===== src/rtl/core_pkg.sv =====
// Purpose: shared constants and types for the instruction timing core
// Assumes: 16-bit instruction words, 8-bit data path, 8-bit program counter
// Notes:   instruction word = {op, sel, arg}; sel is bit index, dest select or system code
package core_pkg;

    // ------------------------------------------------------------
    // timing
    // ------------------------------------------------------------
    localparam int unsigned CLK_PERIOD_PS    = 25000;
    localparam int unsigned CLKS_PER_ICYCLE  = 4;

    // ------------------------------------------------------------
    // data memory map and stack depth
    // ------------------------------------------------------------
    localparam logic [7:0] PCL_ADDR          = 8'h02;
    localparam int unsigned STACK_DEPTH      = 4;

    // ------------------------------------------------------------
    // reset values
    // ------------------------------------------------------------
    localparam logic [7:0]  PC_RESET         = 8'h00;
    localparam logic [7:0]  ACC_RESET        = 8'h00;
    localparam logic [15:0] IR_RESET         = 16'h0000;

    // ------------------------------------------------------------
    // field positions and system codes inside sel
    // ------------------------------------------------------------
    localparam int unsigned SEL_DEST_ACC_BIT = 0;
    localparam logic [2:0]  SYS_POWER_DOWN   = 3'h0;
    localparam logic [2:0]  SYS_WDT_CLEAR    = 3'h1;

    typedef enum logic [1:0] {
        PH_FETCH  = 2'b00,
        PH_DECODE = 2'b01,
        PH_READ   = 2'b10,
        PH_EXEC   = 2'b11
    } phase_t;

    typedef enum logic [4:0] {
        OP_NOP   = 5'b00000, OP_ADD   = 5'b00001, OP_SUB   = 5'b00010,
        OP_AND   = 5'b00011, OP_OR    = 5'b00100, OP_XOR   = 5'b00101,
        OP_INV   = 5'b00110, OP_INC   = 5'b00111, OP_DEC   = 5'b01000,
        OP_RR    = 5'b01001, OP_RL    = 5'b01010, OP_RRC   = 5'b01011,
        OP_RLC   = 5'b01100, OP_MOVM  = 5'b01101, OP_MOVMA = 5'b01110,
        OP_MOVI  = 5'b01111, OP_CLRM  = 5'b10000, OP_BCLR  = 5'b10001,
        OP_BSET  = 5'b10010, OP_JUMP  = 5'b10011, OP_CALL  = 5'b10100,
        OP_RET   = 5'b10101, OP_INTERRUPT_EXIT  = 5'b10110, OP_SZ    = 5'b10111,
        OP_SNZ   = 5'b11000, OP_SZB   = 5'b11001, OP_SNZB  = 5'b11010,
        OP_TBLRD = 5'b11011, OP_SYS   = 5'b11100
    } op_t;

    typedef struct packed {
        op_t        op;
        logic [2:0] sel;
        logic [7:0] arg;
    } instr_t;

endpackage : core_pkg


===== src/rtl/instr_timing_core.sv =====
// Purpose: instruction sequencing, timing and execution of an 8-bit core
// Assumes: memories answer within one clock of a new address
// Notes:   one instruction cycle = four clocks: fetch, decode, read, execute
`timescale 1ns/1ps
module instr_timing_core
    import core_pkg::*;
(
    input  wire logic        CLK_SYS,
    input  wire logic        RESETN,
    input  wire logic [15:0] PMEM_RDATA,
    input  wire logic [7:0]  DMEM_RDATA,
    input  wire logic        WAKE,
    output logic      [7:0]  PMEM_ADDR,
    output logic      [7:0]  DMEM_ADDR,
    output logic      [7:0]  DMEM_WDATA,
    output logic             DMEM_WE,
    output logic      [7:0]  ACC,
    output logic             CARRY,
    output logic             ZERO,
    output logic             HALTED,
    output logic             WDT_CLEAR,
    output logic             INSTR_DONE,
    output logic             EXTRA_CYCLE
);

    // ------------------------------------------------------------
    // state
    // ------------------------------------------------------------
    phase_t      phase_ff,     nxt_phase;
    instr_t      ir_ff,        nxt_ir;
    logic [7:0]  pc_ff,        nxt_pc;
    logic [7:0]  acc_ff,       nxt_acc;
    logic [7:0]  pmem_addr_ff, nxt_pmem_addr;
    logic [7:0]  dmem_addr_ff, nxt_dmem_addr;
    logic [7:0]  wdata_ff,     nxt_wdata;
    logic        we_ff,        nxt_we;
    logic        carry_ff,     nxt_carry;
    logic        zero_ff,      nxt_zero;
    logic        extra_ff,     nxt_extra;
    logic        tbl_ff,       nxt_tbl;
    logic        halted_ff,    nxt_halted;
    logic        wdt_ff,       nxt_wdt;
    logic        done_ff,      nxt_done;
    logic [1:0]  sp_ff,        nxt_sp;
    logic [7:0]  stack_ff      [STACK_DEPTH];
    logic [7:0]  nxt_stack     [STACK_DEPTH];

    logic        live_exec;
    logic [7:0]  mval;

    // the low program counter byte is not in data memory; reads see pc
    assign mval      = (ir_ff.arg == PCL_ADDR) ? pc_ff : DMEM_RDATA;
    assign live_exec = (phase_ff == PH_EXEC) && !extra_ff && !halted_ff;

    // ------------------------------------------------------------
    // next state
    // ------------------------------------------------------------
    always_comb
    begin
        logic [8:0] wide;
        logic [7:0] res;
        logic [7:0] new_pc;
        logic       wr;
        logic       to_mem;
        logic       jump;
        logic       skip;
        wide          = 9'h000;
        res           = 8'h00;
        new_pc        = 8'(pc_ff + 8'h01);
        wr            = 1'b0;
        to_mem        = !ir_ff.sel[SEL_DEST_ACC_BIT];
        jump          = 1'b0;
        skip          = 1'b0;
        nxt_phase     = phase_t'(phase_ff + 2'h1);
        nxt_ir        = ir_ff;
        nxt_pc        = pc_ff;
        nxt_acc       = acc_ff;
        nxt_pmem_addr = pmem_addr_ff;
        nxt_dmem_addr = dmem_addr_ff;
        nxt_wdata     = wdata_ff;
        nxt_we        = 1'b0;
        nxt_carry     = carry_ff;
        nxt_zero      = zero_ff;
        nxt_extra     = extra_ff;
        nxt_tbl       = tbl_ff;
        nxt_halted    = halted_ff;
        nxt_wdt       = 1'b0;
        nxt_done      = 1'b0;
        nxt_sp        = sp_ff;
        nxt_stack     = stack_ff;
        case (phase_ff)
            PH_DECODE:
            begin
                if (extra_ff)
                begin
                    if (tbl_ff)
                        nxt_acc = PMEM_RDATA[7:0];
                end
                else if (!halted_ff)
                begin
                    // prefetch slot is dead while an extra cycle runs
                    nxt_ir        = instr_t'(PMEM_RDATA);
                    nxt_dmem_addr = PMEM_RDATA[7:0];
                end
            end
            PH_EXEC:
            begin
                if (extra_ff)
                begin
                    nxt_extra     = 1'b0;
                    nxt_tbl       = 1'b0;
                    nxt_pmem_addr = pc_ff;
                    nxt_done      = 1'b1;
                end
                else if (halted_ff)
                begin
                    if (WAKE)
                        nxt_halted = 1'b0;
                end
                else
                begin
                    case (ir_ff.op)
                        OP_ADD:
                        begin
                            wide      = {1'b0, acc_ff} + {1'b0, mval};
                            res       = wide[7:0];
                            nxt_carry = wide[8];
                            wr        = 1'b1;
                        end
                        OP_SUB:
                        begin
                            wide      = {1'b0, acc_ff} - {1'b0, mval};
                            res       = wide[7:0];
                            nxt_carry = !wide[8];
                            wr        = 1'b1;
                        end
                        OP_AND:  begin res = acc_ff & mval; wr = 1'b1; end
                        OP_OR:   begin res = acc_ff | mval; wr = 1'b1; end
                        OP_XOR:  begin res = acc_ff ^ mval; wr = 1'b1; end
                        OP_INV:  begin res = ~mval; wr = 1'b1; end
                        OP_INC:  begin res = 8'(mval + 8'h01); wr = 1'b1; end
                        OP_DEC:  begin res = 8'(mval - 8'h01); wr = 1'b1; end
                        OP_RR:   begin res = {mval[0], mval[7:1]}; wr = 1'b1; end
                        OP_RL:   begin res = {mval[6:0], mval[7]}; wr = 1'b1; end
                        OP_RRC:
                        begin
                            res       = {carry_ff, mval[7:1]};
                            nxt_carry = mval[0];
                            wr        = 1'b1;
                        end
                        OP_RLC:
                        begin
                            res       = {mval[6:0], carry_ff};
                            nxt_carry = mval[7];
                            wr        = 1'b1;
                        end
                        OP_MOVM: begin res = mval; wr = 1'b1; end
                        OP_MOVMA: begin res = acc_ff; wr = 1'b1; to_mem = 1'b1; end
                        OP_MOVI:  nxt_acc = ir_ff.arg;
                        OP_CLRM:  begin res = 8'h00; wr = 1'b1; to_mem = 1'b1; end
                        OP_BCLR, OP_BSET:
                        begin
                            // read-modify-write done here so other bits survive
                            res              = mval;
                            res[ir_ff.sel]   = (ir_ff.op == OP_BSET);
                            wr               = 1'b1;
                            to_mem           = 1'b1;
                        end
                        OP_JUMP:
                        begin
                            new_pc = ir_ff.arg;
                            jump   = 1'b1;
                        end
                        OP_CALL:
                        begin
                            // stack wraps silently past its depth
                            nxt_stack[sp_ff] = new_pc;
                            nxt_sp           = 2'(sp_ff + 2'h1);
                            new_pc           = ir_ff.arg;
                            jump             = 1'b1;
                        end
                        OP_RET, OP_INTERRUPT_EXIT:
                        begin
                            nxt_sp = 2'(sp_ff - 2'h1);
                            new_pc = stack_ff[2'(sp_ff - 2'h1)];
                            jump   = 1'b1;
                        end
                        OP_SZ, OP_SNZ:
                        begin
                            skip = (mval == 8'h00) ^ (ir_ff.op == OP_SNZ);
                            if (ir_ff.sel[SEL_DEST_ACC_BIT])
                                nxt_acc = mval;
                        end
                        OP_SZB:  skip = !mval[ir_ff.sel];
                        OP_SNZB: skip = mval[ir_ff.sel];
                        OP_TBLRD:
                        begin
                            nxt_tbl   = 1'b1;
                            nxt_extra = 1'b1;
                        end
                        OP_SYS:
                        begin
                            nxt_halted = (ir_ff.sel == SYS_POWER_DOWN);
                            nxt_wdt    = (ir_ff.sel == SYS_WDT_CLEAR);
                        end
                        default: ;
                    endcase
                    if (wr && to_mem && (ir_ff.arg == PCL_ADDR))
                    begin
                        new_pc = res;
                        jump   = 1'b1;
                    end
                    else if (wr && to_mem)
                    begin
                        nxt_we    = 1'b1;
                        nxt_wdata = res;
                    end
                    else if (wr)
                        nxt_acc = res;
                    if (wr && (ir_ff.op inside {OP_ADD, OP_SUB, OP_AND, OP_OR, OP_XOR,
                                                OP_INV, OP_INC, OP_DEC}))
                        nxt_zero = (res == 8'h00);
                    if (skip)
                        new_pc = 8'(pc_ff + 8'h02);
                    if (jump || skip)
                        nxt_extra = 1'b1;
                    nxt_pc        = new_pc;
                    nxt_pmem_addr = (ir_ff.op == OP_TBLRD) ? mval : new_pc;
                    nxt_done      = !(jump || skip || ir_ff.op == OP_TBLRD);
                end
            end
            default: ;
        endcase
    end

    always_ff @(posedge CLK_SYS or negedge RESETN)
    begin
        if (!RESETN)
        begin
            phase_ff     <= PH_FETCH;
            ir_ff        <= instr_t'(IR_RESET);
            pc_ff        <= PC_RESET;
            acc_ff       <= ACC_RESET;
            pmem_addr_ff <= PC_RESET;
            dmem_addr_ff <= 8'h00;
            wdata_ff     <= 8'h00;
            we_ff        <= 1'b0;
            carry_ff     <= 1'b0;
            zero_ff      <= 1'b0;
            extra_ff     <= 1'b0;
            tbl_ff       <= 1'b0;
            halted_ff    <= 1'b0;
            wdt_ff       <= 1'b0;
            done_ff      <= 1'b0;
            sp_ff        <= 2'h0;
            for (int i = 0; i < STACK_DEPTH; i++)
                stack_ff[i] <= 8'h00;
        end
        else
        begin
            phase_ff     <= nxt_phase;
            ir_ff        <= nxt_ir;
            pc_ff        <= nxt_pc;
            acc_ff       <= nxt_acc;
            pmem_addr_ff <= nxt_pmem_addr;
            dmem_addr_ff <= nxt_dmem_addr;
            wdata_ff     <= nxt_wdata;
            we_ff        <= nxt_we;
            carry_ff     <= nxt_carry;
            zero_ff      <= nxt_zero;
            extra_ff     <= nxt_extra;
            tbl_ff       <= nxt_tbl;
            halted_ff    <= nxt_halted;
            wdt_ff       <= nxt_wdt;
            done_ff      <= nxt_done;
            sp_ff        <= nxt_sp;
            stack_ff     <= nxt_stack;
        end
    end

    assign PMEM_ADDR   = pmem_addr_ff;
    assign DMEM_ADDR   = dmem_addr_ff;
    assign DMEM_WDATA  = wdata_ff;
    assign DMEM_WE     = we_ff;
    assign ACC         = acc_ff;
    assign CARRY       = carry_ff;
    assign ZERO        = zero_ff;
    assign HALTED      = halted_ff;
    assign WDT_CLEAR   = wdt_ff;
    assign INSTR_DONE  = done_ff;
    assign EXTRA_CYCLE = extra_ff;

    logic plain_arg;
    assign plain_arg = (ir_ff.arg != PCL_ADDR);
endmodule : instr_timing_core


===== config.mk =====
export PLATFORM = sky130hd
export DESIGN_NAME = instr_timing_core
export DESIGN_NICKNAME = d
export VERILOG_FILES = /design/src/rtl/core_pkg.sv /design/src/rtl/instr_timing_core.sv
export SDC_FILE = /design/constraint.sdc
export NUM_CORES = 1
export LEC_CHECK = 0
export BUFFER_PORTS_ARGS = -buffer_cell sky130_fd_sc_hd__buf_4
export CORE_MARGIN = 1.5
export CORE_UTILIZATION = 40
export CTS_CLUSTER_DIAMETER = 150
export DETAILED_ROUTE_END_ITERATION = 16
export REMOVE_ABC_BUFFERS = 1
export SYNTH_ARGS = -nofsm -noshare
export SYNTH_HDL_FRONTEND = slang
export SYNTH_SLANG_ARGS = --single-unit

===== constraint.sdc =====
create_clock -name CLK_SYS -period 5.07 [get_ports CLK_SYS]
set_clock_uncertainty 0.2 [all_clocks]
set_input_delay 1.014 -clock CLK_SYS [delete_from_list [all_inputs] [get_ports CLK_SYS]]
set_output_delay 1.014 -clock CLK_SYS [all_outputs]
set_load 0.03 [all_outputs]

-- After elaboration in Yosys (flattened, before gate mapping)
Cells that the tools add are included.
- add/subtract/negate cells: 9
- $lt $le $gt $ge: 5
- equal/unequal tests: 37
- multiplexer cells: 73
- bitwise logic cells: 10
- reductions and logical operators: 37
- operators with widths (kind ; number):
    2-to-1 mux 8 bit ; 20
    one-hot mux 8 bit (15 select lines) ; 1
    equality test 5 bit (second input constant) ; 13
    one-hot mux 8 bit (2 select lines) ; 3
    equality test 5 x 4 -> 1 bit (second input constant) ; 8
    2-to-1 mux 1 bit ; 40
    bitwise mux 32 bit ; 1
    equality test 5 x 3 -> 1 bit (second input constant) ; 4
    OR reduction 17 bit ; 1
    adder 8 x 1 -> 8 bit (second input constant) ; 2
    binary-select mux 8 bit (select 2 bit) ; 1
    demux 8 bit (select 2 bit) ; 1
    logical NOT 8 bit ; 2
    AND reduction 4 bit ; 4
    equality test 5 x 2 -> 1 bit (second input constant) ; 2
    != test 2 bit (second input constant) ; 5
    AND reduction 5 bit ; 2
    adder 8 x 8 -> 9 bit ; 1
    AND reduction 3 bit ; 3
    subtractor 8 x 8 -> 9 bit ; 1
    adder 8 x 2 -> 8 bit (second input constant) ; 1
    bitwise AND 8 bit ; 1
    bitwise mux 8 bit ; 1
    equality test 8 x 2 -> 1 bit (second input constant) ; 1
    other kinds (32) ; 52
- register bits after elaboration: 92
- output and inout bits: 39
- word-level logic and storage cells: 192

-- Depth between registers and ports, before layout
Gate-level depths: netlist of run 1.
- word-level depth: 18
- mapped depth: 17
- gate-level depth less buffers: 15

-- Least setup slack after synthesis of run 1
OpenSTA, ideal clock, no wires.
- path type: register -> register
- start point: register, netlist name DMEM_ADDR[4]
- end point: register zero_ff (netlist: ZERO)
- library setup time: 0.066 ns
- arrival: 3.756 ns
- required time: 4.804 ns
- path slack: 1.048 ns
- cell stages (with the launch flop): 16
- path buffers: 2
- path through: dfrtp_1 -> or4_1 -> buf_2 -> o21ai_1 -> and2_1 -> clkbuf_1 -> inv_1 -> fa_1 -> xnor2_1 -> nor3_1 -> a221o_1 -> nor4_1 -> nand2_1 -> nor4_1 -> and4_1 -> a22o_1
- RTL lines (element ; line ; text):
    end signal, assigned ; instr_timing_core.sv:270 ; zero_ff <= nxt_zero;
    end, declared ; instr_timing_core.sv:38 ; logic zero_ff, nxt_zero;

==> flow_summary.yaml, run 1 <==
status:
  outcome: "finished clean"
timing:
  hold_viol_final: 0
  slew_headroom_pct: 39.7
  rsz0062_at_grt: "false"
  finalSetupViolations: 0
  post-route-period-util_pct: 94.2
  fin_setup_tns_ns: 0
  tightest_slew_ns: 0.905
  final_max_slew_viol_count: 0
  maxClockFrequency_mhz: 209
  setup_slack_ns: 0.292
  fin_crit_ns: 4.78
drt:
  m1WireLength_um: 11900
  postRouteAntennaNets: 0
  top_layer: "met4"
  route.met2.wl_um: 12900
  avgRoutedWirePerCell_um: 24.5
  via_per_inst: 6.33
  via_count: 7350
  drt-pass1-iter-count: 5
  drt_iter0_markers: 638
  dr_wl_met3_um: 2470
  drc: 0
  drt_wl_total_um: 28500
clocking:
  cts_setup_buffers: 0
  clkTransAtPathRegs_ns: 0.07
  worstSkewPairLatency_ns: 0.36
  postCtsHoldBufs: 0
  cts-buffers-inserted: 9
  cts.sinks: 92
  cts_tree: "yes"
  cts_max_level: 3
  post_cts_resized: 0
  clockBufferDepth: 2
  cts_root_buf: "clkbuf_16"
power:
  leakage_nw: 3.71
  ir_drop_mv: 0.256
  powerDensity_nw_per_um2: 550
global_route:
  gr-usage-all-layers_pct: 28.9
  antenna_found_initial: 0
  grt_first_pass_wirelength_um: 43000
  overflow: 0
  first_global_vias: 6772
  grt_max_degree: 65
yosys:
  yosys_warnings: 0
  syn_inst: 886
  postSynthAreaPerCell_sq_um: 8.59
  yosysSeqAreaShare_pct: 30.2
  ys_ff_latch: 92
  synth_cell_types: 88
  ys_async_sr_fraction_pct: 100
  synth_area_sq_um: 7610
  synth_edf_count: 0
  ys.flop_type: "dfrtp_1"
layout:
  antennaDiodeCount: 0
  area_growth_pct: 12.9
  drive_above_1_share_pct: 19.1
  final_nets: 990
setup_path:
  critPathKind: "flop to flop"
  cp_max_fo: 7
  startpoint_type: "flop"
  endpoint_kind: "flop"
  r2r_cells: 13
  cp.arrival_ns: 4.82
  cp.required_ns: 5.11
die:
  die_area_sq_um: 19900
  io_pins: 66
  die_y_um: 141
  start_util_pct: 40.7
  rows: 50
  die-width_um: 141
  core_region_area_sq_um: 18700
worst_hold_path:
  min_path_cells: 1
  hold_path.class: "flop to flop"
place:
  io_buffers: 65
  detailed_place_hpwl_um: 21400
  finalWeightedCongestion: 0.937
  place_ws_ns: 0.335
run:
  cap_violations: 0
==> layout make-up <==
class / count / area, sq um
clock buffers: 10 / 239
clock inverters: 6 / 47.5
fillers: 1815 / 10100
inverters: 37 / 139
multi-input cells: 681 / 4810
flip-flops and latches: 92 / 2300
well taps: 234 / 293
repair buffers: 102 / 766
==> cells by family (layout without fill, tap and decap cells) <==
| family | count (synthesis) | in the layout | share of synthesized area [%] |
|---|---|---|---|
| XOR/XNOR | 25 | 25 | 2.88 |
| adder cells (fa/ha/maj) | 40 | 40 | 6.87 |
| multiplexers | 53 | 53 | 8.74 |
| AND/OR/NAND/NOR | 294 | 294 | 20.1 |
| buffers and inverters | 113 | 155 | 6.57 |
| flip-flops | 92 | 92 | 30.2 |
| AO/OA/AOI/OAI | 269 | 269 | 24.6 |
==> sequential cells by signal, indices dropped and copies added, names as in the netlist <==
signal / flops
stack_ff: 32
ACC: 8
DMEM_ADDR: 8
DMEM_WDATA: 8
PMEM_ADDR: 8
ir_ff: 8
pc_ff: 8
phase_ff: 2
sp_ff: 2
CARRY: 1
DMEM_WE: 1
EXTRA_CYCLE: 1
HALTED: 1
INSTR_DONE: 1
WDT_CLEAR: 1
ZERO: 1
tbl_ff: 1
==> where the power goes <==
part           leakage [nW]  total, mW  switching, mW  internal [mW]
clock                 0.139      0.661          0.312          0.349
combinational          2.40       2.70           1.66           1.04
sequential             1.17       1.37          0.426          0.941
total                  3.71       4.73           2.40           2.33
==> layout by cell type, fill, tap and decap left out, drive strengths merged, types with 11 or more instances in the layout <==
master,n
nand2,94
mux2,28
ha,37
buf,102
o21ai,75
nand3,27
mux2i,17
nor2b,13
and2,13
a31oi,12
nor2,58
xnor2,16
inv,38
a22oi,11
dfrtp,92
nand2b,11
a21oi,44
nor3,15
==> metrics by stage <==
step / power, mW / area, sq um / util (%) / hold WS [ns] / instances
after floorplan: 2.94 / 7250 / - / 0.228 / 810
after global placement: 4.02 / 8310 / 44.4 / 0.246 / 1146
after detailed placement: 4.01 / 8310 / 44.4 / 0.262 / 1146
after CTS: 4.69 / 8600 / 46.0 / 0.271 / 1162
after global routing: 4.99 / 8600 / 46.0 / 0.298 / 1162
final: 4.73 / 8600 / 46.0 / 0.268 / 1162
==> path summary, 6_finish.rpt <==
path	endpoint	from	slack, ns
hold reg to reg	phase_ff[0]	phase_ff[0]	0.27
setup / recovery	pc_ff[6]	DMEM_ADDR[4]	0.29
setup reg to reg	pc_ff[6]	DMEM_ADDR[4]	0.29
hold / removal	phase_ff[0]	phase_ff[0]	0.27
max in group asynchronous	ACC[1]	RESETN	3.18
min in group asynchronous	stack_ff[30]	RESETN	0.56
==> critical path, stage by stage (launching register included) <==
cell and delay (ns):
dfrtp_1 0.46, or4_1 0.78, o21ai_0 0.34, and2_1 0.20, inv_1 0.08, ha_1 0.22
fa_1 0.42, o21bai_1 0.22, a21oi_1 0.13, o31ai_1 0.38, xor2_1 0.15, a221oi_2 0.56
a2111oi_0 0.21, a211o_1 0.30
==> synthesized netlist by cell type (9+ instances only) <==
cell type | count | area share (%)
nor2_1 | 57 | 2.8
clkbuf_1 | 48 | 2.4
nand2_1 | 93 | 4.6
nor3_1 | 15 | 0.99
ha_1 | 37 | 6.1
mux2_2 | 25 | 3.7
o21ai_0 | 60 | 3.9
nor4_1 | 9 | 0.74
inv_1 | 32 | 1.6
o21ai_1 | 15 | 0.99
nand2b_1 | 11 | 0.90
and2_1 | 12 | 0.99
mux2i_1 | 17 | 2.2
a21oi_1 | 44 | 2.9
a22oi_1 | 11 | 1.1
nand3_1 | 26 | 1.7
a31oi_1 | 12 | 0.99
xor2_1 | 9 | 1.0
dfrtp_1 | 92 | 30
buf_2 | 13 | 0.85
nor2b_1 | 13 | 1.1
xnor2_1 | 16 | 1.8
a21o_1 | 9 | 0.89
==> per-layer routing <==
layer  up-vias  GRT usage, %
met2       388          44.7
met1      3559          39.1
met4         0          12.7
met3        68          6.11
met5         -             0
li1       3335             -
(Power assumes the default switching activity.)
==> run 2: changes to the inputs <==
Settings changed: CORE_UTILIZATION 40 to 61, PLACE_DENSITY set to 0.81.
==> run 2 against run 1 <==
  * Sequential share of layout area grew 0.56 points
  * Clock power grew 1%
  * Utilization grew 24 points
  * Fmax grew 2.4%
  * Hold slack lost 0.0070 ns
  * Design area shrank 2.0%
==> flow_summary.yaml, run 2 (synthesized netlist as in run 1, its figures left out) <==
drt:
  postRouteAntennaNets: 0
  drc: 0
  via_per_inst: 7.14
  drt-pass1-iter-count: 7
  via_count: 7728
  avgRoutedWirePerCell_um: 26.1
  drt_iter0_markers: 1190
  drt_wl_total_um: 28200
run:
  cap_violations: 0
clocking:
  post_cts_resized: 0
  worstSkewPairLatency_ns: 0.36
  clkTransAtPathRegs_ns: 0.07
  cts_max_level: 3
  clockBufferDepth: 2
  cts_root_buf: "clkbuf_16"
  cts_tree: "yes"
  cts_setup_buffers: 0
  cts-buffers-inserted: 9
  cts.sinks: 92
  postCtsHoldBufs: 0
global_route:
  overflow: 0
  grt_first_pass_wirelength_um: 43400
  first_global_vias: 7264
  grt_max_degree: 55
  antenna_found_initial: 0
  gr-usage-all-layers_pct: 44.3
layout:
  antennaDiodeCount: 0
  drive_above_1_share_pct: 17.9
  layout_commonest_cell: "nand2_1"
  final_cells: 1083
  area_growth_pct: 10.6
  top_register: "stack_ff"
  largest_reg_flops: 32
  multi_input_area_sq_um: 4810
  ff_latch_area_sq_um: 2300
  fill_cells: 948
  final_nets: 977
  final_cell_mix: "nand2_1 (93), dfrtp_1 (92), buf_4 (89)"
timing:
  fin_crit_ns: 4.67
  slew_headroom_pct: 29.4
  final_max_slew_viol_count: 0
  post-route-period-util_pct: 92.1
  rsz0062_at_grt: "false"
  maxClockFrequency_mhz: 214
  tightest_slew_ns: 1.06
  finalSetupViolations: 0
  fin_setup_tns_ns: 0
  hold_viol_final: 0
  hold_slack_ns: 0.261
  setup_slack_ns: 0.403
die:
  die_y_um: 115
  die-width_um: 115
  die_area_sq_um: 13200
  start_util_pct: 62.9
  core_region_area_sq_um: 12100
  io_pins: 66
  rows: 40
place:
  finalWeightedCongestion: 1.03
  dp.cells: 1067
  io_buffers: 65
  place_ws_ns: 0.504
  detailed_place_hpwl_um: 21200
power:
  ir_drop_mv: 0.555
  finalPower_mw: 4.73
  leakage_nw: 3.64
  powerDensity_nw_per_um2: 561
setup_path:
  endpoint_kind: "flop"
  crit_path_max_incr_delay_ns: 0.77
  crit_path_top_delay_cell: "or4_1"
  cp.arrival_ns: 4.71
  regToRegStartpoint: "DMEM_ADDR[4]"
  r2r_cells: 13
  cp.required_ns: 5.11
  crit_family: "compound AO/OA/AOI/OAI gates"
  crit_buf_inv: 1
  r2r_setup_slack_ns: 0.40
  cp_max_fo: 7
  path_cells: "or4_1 > o21ai_0 > and2_1 > inv_1 > ha_1 > fa_1 > o21bai_1 > a21oi_1 > o31ai_1 > xor2_1 > a221oi_2 > a2111oi_0 > a211o_1"
  critPathKind: "flop to flop"
  reg2reg_to: "pc_ff[6]"
  startpoint_type: "flop"
worst_hold_path:
  hold_path_end: "phase_ff[0]"
  hold_path.class: "flop to flop"
  hold_start: "phase_ff[0]"
  min_path_cells: 1
status:
  outcome: "finished clean"
==> run 2: changes by cell type in the layout (fill, tap and decap cells not counted), sizes merged <==
cell,before,now
buf,102,89
inv,38,40
clkinv,4,1
clkinvlp,1,2
==> run 2: how the worst max path moves through the flow <==
stage                      start  endpoint  slack (ns)  depth (start not counted)
finish              DMEM_ADDR[4]  pc_ff[6]        0.40                         13
global placement    DMEM_ADDR[4]      ZERO        0.63                         14
detailed placement  DMEM_ADDR[4]  pc_ff[6]        0.50                         13
CTS                 DMEM_ADDR[4]  pc_ff[6]        0.46                         13
global route        DMEM_ADDR[4]  pc_ff[6]        0.09                         13
floorplan           DMEM_ADDR[4]      ZERO        0.86                         14
==> run 2: final cells by class <==
cell class,count,area share (%)
Tap cell,168,2.50
Clock buffer,10,2.84
Sequential cell,92,27.3
Inverter,37,1.65
Timing Repair Buffer,89,7.93
Clock inverter,6,0.624
Multi-Input combinational cell,681,57.1
==> run 2: worst register-to-register path, cell delays in order (launching register included) <==
cell and delay [ns]:
dfrtp_1 0.47, or4_1 0.77, o21ai_0 0.29, and2_1 0.19, inv_1 0.09, ha_1 0.23, fa_1 0.42, o21bai_1 0.23
a21oi_1 0.14, o31ai_1 0.31, xor2_1 0.14, a221oi_2 0.55, a2111oi_0 0.21, a211o_1 0.31
==> run 2: layer usage <==
metal / track usage (%) / wire (um)
met5: 0 / 0
met4: 21.7 / 1570
met3: 11.3 / 3430
met2: 67.2 / 12400
met1: 59.6 / 10900
==> run 2: power by group <==
| group | leakage [nW] | internal (mW) | total, mW | switching [mW] |
|---|---|---|---|---|
| clock network | 0.138 | 0.354 | 0.668 | 0.314 |
| registers | 1.17 | 0.941 | 1.37 | 0.426 |
| logic | 2.34 | 1.02 | 2.69 | 1.67 |
==> run 2: stage by stage <==
step	cell area, sq um	util [%]
floorplan	7250	-
global placement	8130	67.1
detailed placement	8130	67.1
CTS	8420	69.5
global route	8420	69.5
finish	8420	69.5
==> run 3: changes to the inputs <==
Settings changed: CELL_PAD_IN_SITES_DETAIL_PLACEMENT set to 0, CELL_PAD_IN_SITES_GLOBAL_PLACEMENT set to 2, CORE_MARGIN 1.5 to 2, CORE_UTILIZATION 61 to 38, PLACE_DENSITY 0.81 to unset, PLACE_DENSITY_LB_ADDON set to 0.1.
==> run 3 against run 2 <==
  * Clock power grew 4.9%
  * Highest routed layer unchanged
  * Flip-flop and latch count is the same
  * Sequential power is essentially flat
  * First-iteration DRC count shrank 42%
  * Die area grew 61%
  * Power grew 0.33%
  * Fmax shrank 3.0%
  * Wire length grew 2.1%
  * Via count shrank 6.1%
  * Design area grew 2.2%
==> flow_summary.yaml, run 3 (synthesized netlist as in run 1, its figures left out) <==
setup_path:
  critPathLaunch: "DMEM_ADDR[4]"
  startpoint_type: "flop"
  endpoint_kind: "flop"
  regToRegStartpoint: "DMEM_ADDR[4]"
  r2r_cells: 15
  reg2reg_to: "pc_ff[6]"
  cp.required_ns: 5.15
  cp-endpoint: "pc_ff[6]"
  cp_max_fo: 7
  r2r_setup_slack_ns: 0.26
  critPathKind: "flop to flop"
  cp.arrival_ns: 4.90
layout:
  largest_reg_flops: 32
  final_cell_mix: "buf_4 (95), nand2_1 (93), dfrtp_1 (92)"
  layout_commonest_cell: "buf_4"
  multi_input_area_sq_um: 4820
  final_nets: 983
  drive_above_1_share_pct: 18.5
  top_register: "stack_ff"
  fill_cells: 1976
  area_growth_pct: 13.0
  ff_latch_area_sq_um: 2300
  antennaDiodeCount: 0
timing:
  fin_crit_ns: 4.81
  slew_headroom_pct: 36.1
  rsz0062_at_grt: "false"
  hold_viol_final: 0
  post-route-period-util_pct: 94.9
  tightest_slew_ns: 0.957
  maxClockFrequency_mhz: 208
  hold_slack_ns: 0.260
  finalSetupViolations: 0
  fin_setup_tns_ns: 0
  final_max_slew_viol_count: 0
die:
  start_util_pct: 38.9
  io_pins: 66
  core_region_area_sq_um: 19600
  die-width_um: 146
  die_y_um: 146
  rows: 51
  die_area_sq_um: 21200
global_route:
  antenna_found_initial: 0
  gr-usage-all-layers_pct: 27.3
  grt_max_degree: 50
  first_global_vias: 6955
  grt_first_pass_wirelength_um: 44400
  overflow: 0
drt:
  via_count: 7260
  drt-pass1-iter-count: 5
  postRouteAntennaNets: 0
  drt_iter0_markers: 685
  avgRoutedWirePerCell_um: 24.3
  drt_wl_total_um: 28800
  drc: 0
  via_per_inst: 6.12
clocking:
  postCtsHoldBufs: 0
  cts_max_level: 3
  cts_setup_buffers: 0
  cts_root_buf: "clkbuf_16"
  cts-buffers-inserted: 9
  cts.sinks: 92
  post_cts_resized: 0
  cts_tree: "yes"
  clockBufferDepth: 2
  clkTransAtPathRegs_ns: 0.07
  worstSkewPairLatency_ns: 0.35
power:
  leakage_nw: 3.68
  ir_drop_mv: 0.251
  powerDensity_nw_per_um2: 551
worst_hold_path:
  hold_path.class: "flop to flop"
place:
  detailed_place_hpwl_um: 22100
  io_buffers: 65
  finalWeightedCongestion: 0.905
run:
  cap_violations: 0
status:
  outcome: "finished clean"
run 3: cell types whose count changed in the layout (fill, tap and decap cells not counted), sizes merged:
cell      change
bufinv        +1
inv           -1
buf           +6
clkinvlp      -1
clkinv        +1
run 3: layout make-up:
type                       instances  area share (%)
multi-input combinational        681            56.0
sequential                        92            26.8
timing repair buffer              95            8.29
tap                              265            3.85
clock buffer                      10            2.66
inverter                          37            1.61
clock inverter                     6           0.843
run 3: per-stage QoR:
stage          util [%]  instance area (sq um)  power, mW  worst slack, ns  std cells
3_5_place_dp       42.4                   8300       4.02            0.313       1170
5_1_grt            43.9                   8600       5.04           0.0298       1186
4_1_cts            43.9                   8600       4.73            0.292       1186
2_1_floorplan         -                   7250       2.94            0.862        810
6_report           43.9                   8600       4.74            0.258       1186
3_3_place_gp       42.4                   8300       4.02            0.314       1170
run 3: routing by layer:
metal | vias to the layer above | routed length (um) | GRT usage, %
met5 | - | 0 | 0.682
met4 | 0 | 582 | 6.47
met3 | 33 | 1790 | 4.55
met2 | 263 | 13300 | 43.2
met1 | 3636 | 13100 | 38.9
li1 | 3328 | - | -
run 3: worst max-delay path: stages, from the launching register on:
cell and delay (ns):
dfrtp_1 0.47, or4_1 0.77, nor2_4 0.29, nand2_1 0.08, nand2_1 0.22, inv_2 0.16
ha_1 0.44, nor2b_1 0.21, o31a_1 0.25, o21ai_0 0.18, a21boi_0 0.17, o311ai_1 0.45
a221oi_2 0.06, buf_4 0.23, a2111oi_0 0.40, a211o_1 0.15
run 3: how the worst min path moves through the flow:
stage	depth (start not counted)	slack, ns	from	to
3_5_place_dp	1	0.26	phase_ff[0]	phase_ff[0]
3_3_place_gp	1	0.24	phase_ff[0]	phase_ff[0]
2_1_floorplan	1	0.23	phase_ff[0]	phase_ff[0]
6_report	1	0.26	phase_ff[0]	phase_ff[0]
4_1_cts	1	0.27	phase_ff[0]	phase_ff[0]
5_1_grt	1	0.30	phase_ff[0]	phase_ff[0]
run 3: where the power goes:
group          switching (mW)  leakage (nW)  internal [mW]  total, mW
logic                    1.64          2.37           1.04       2.68
registers               0.419          1.17          0.941       1.36
clock network           0.313         0.144          0.388      0.701
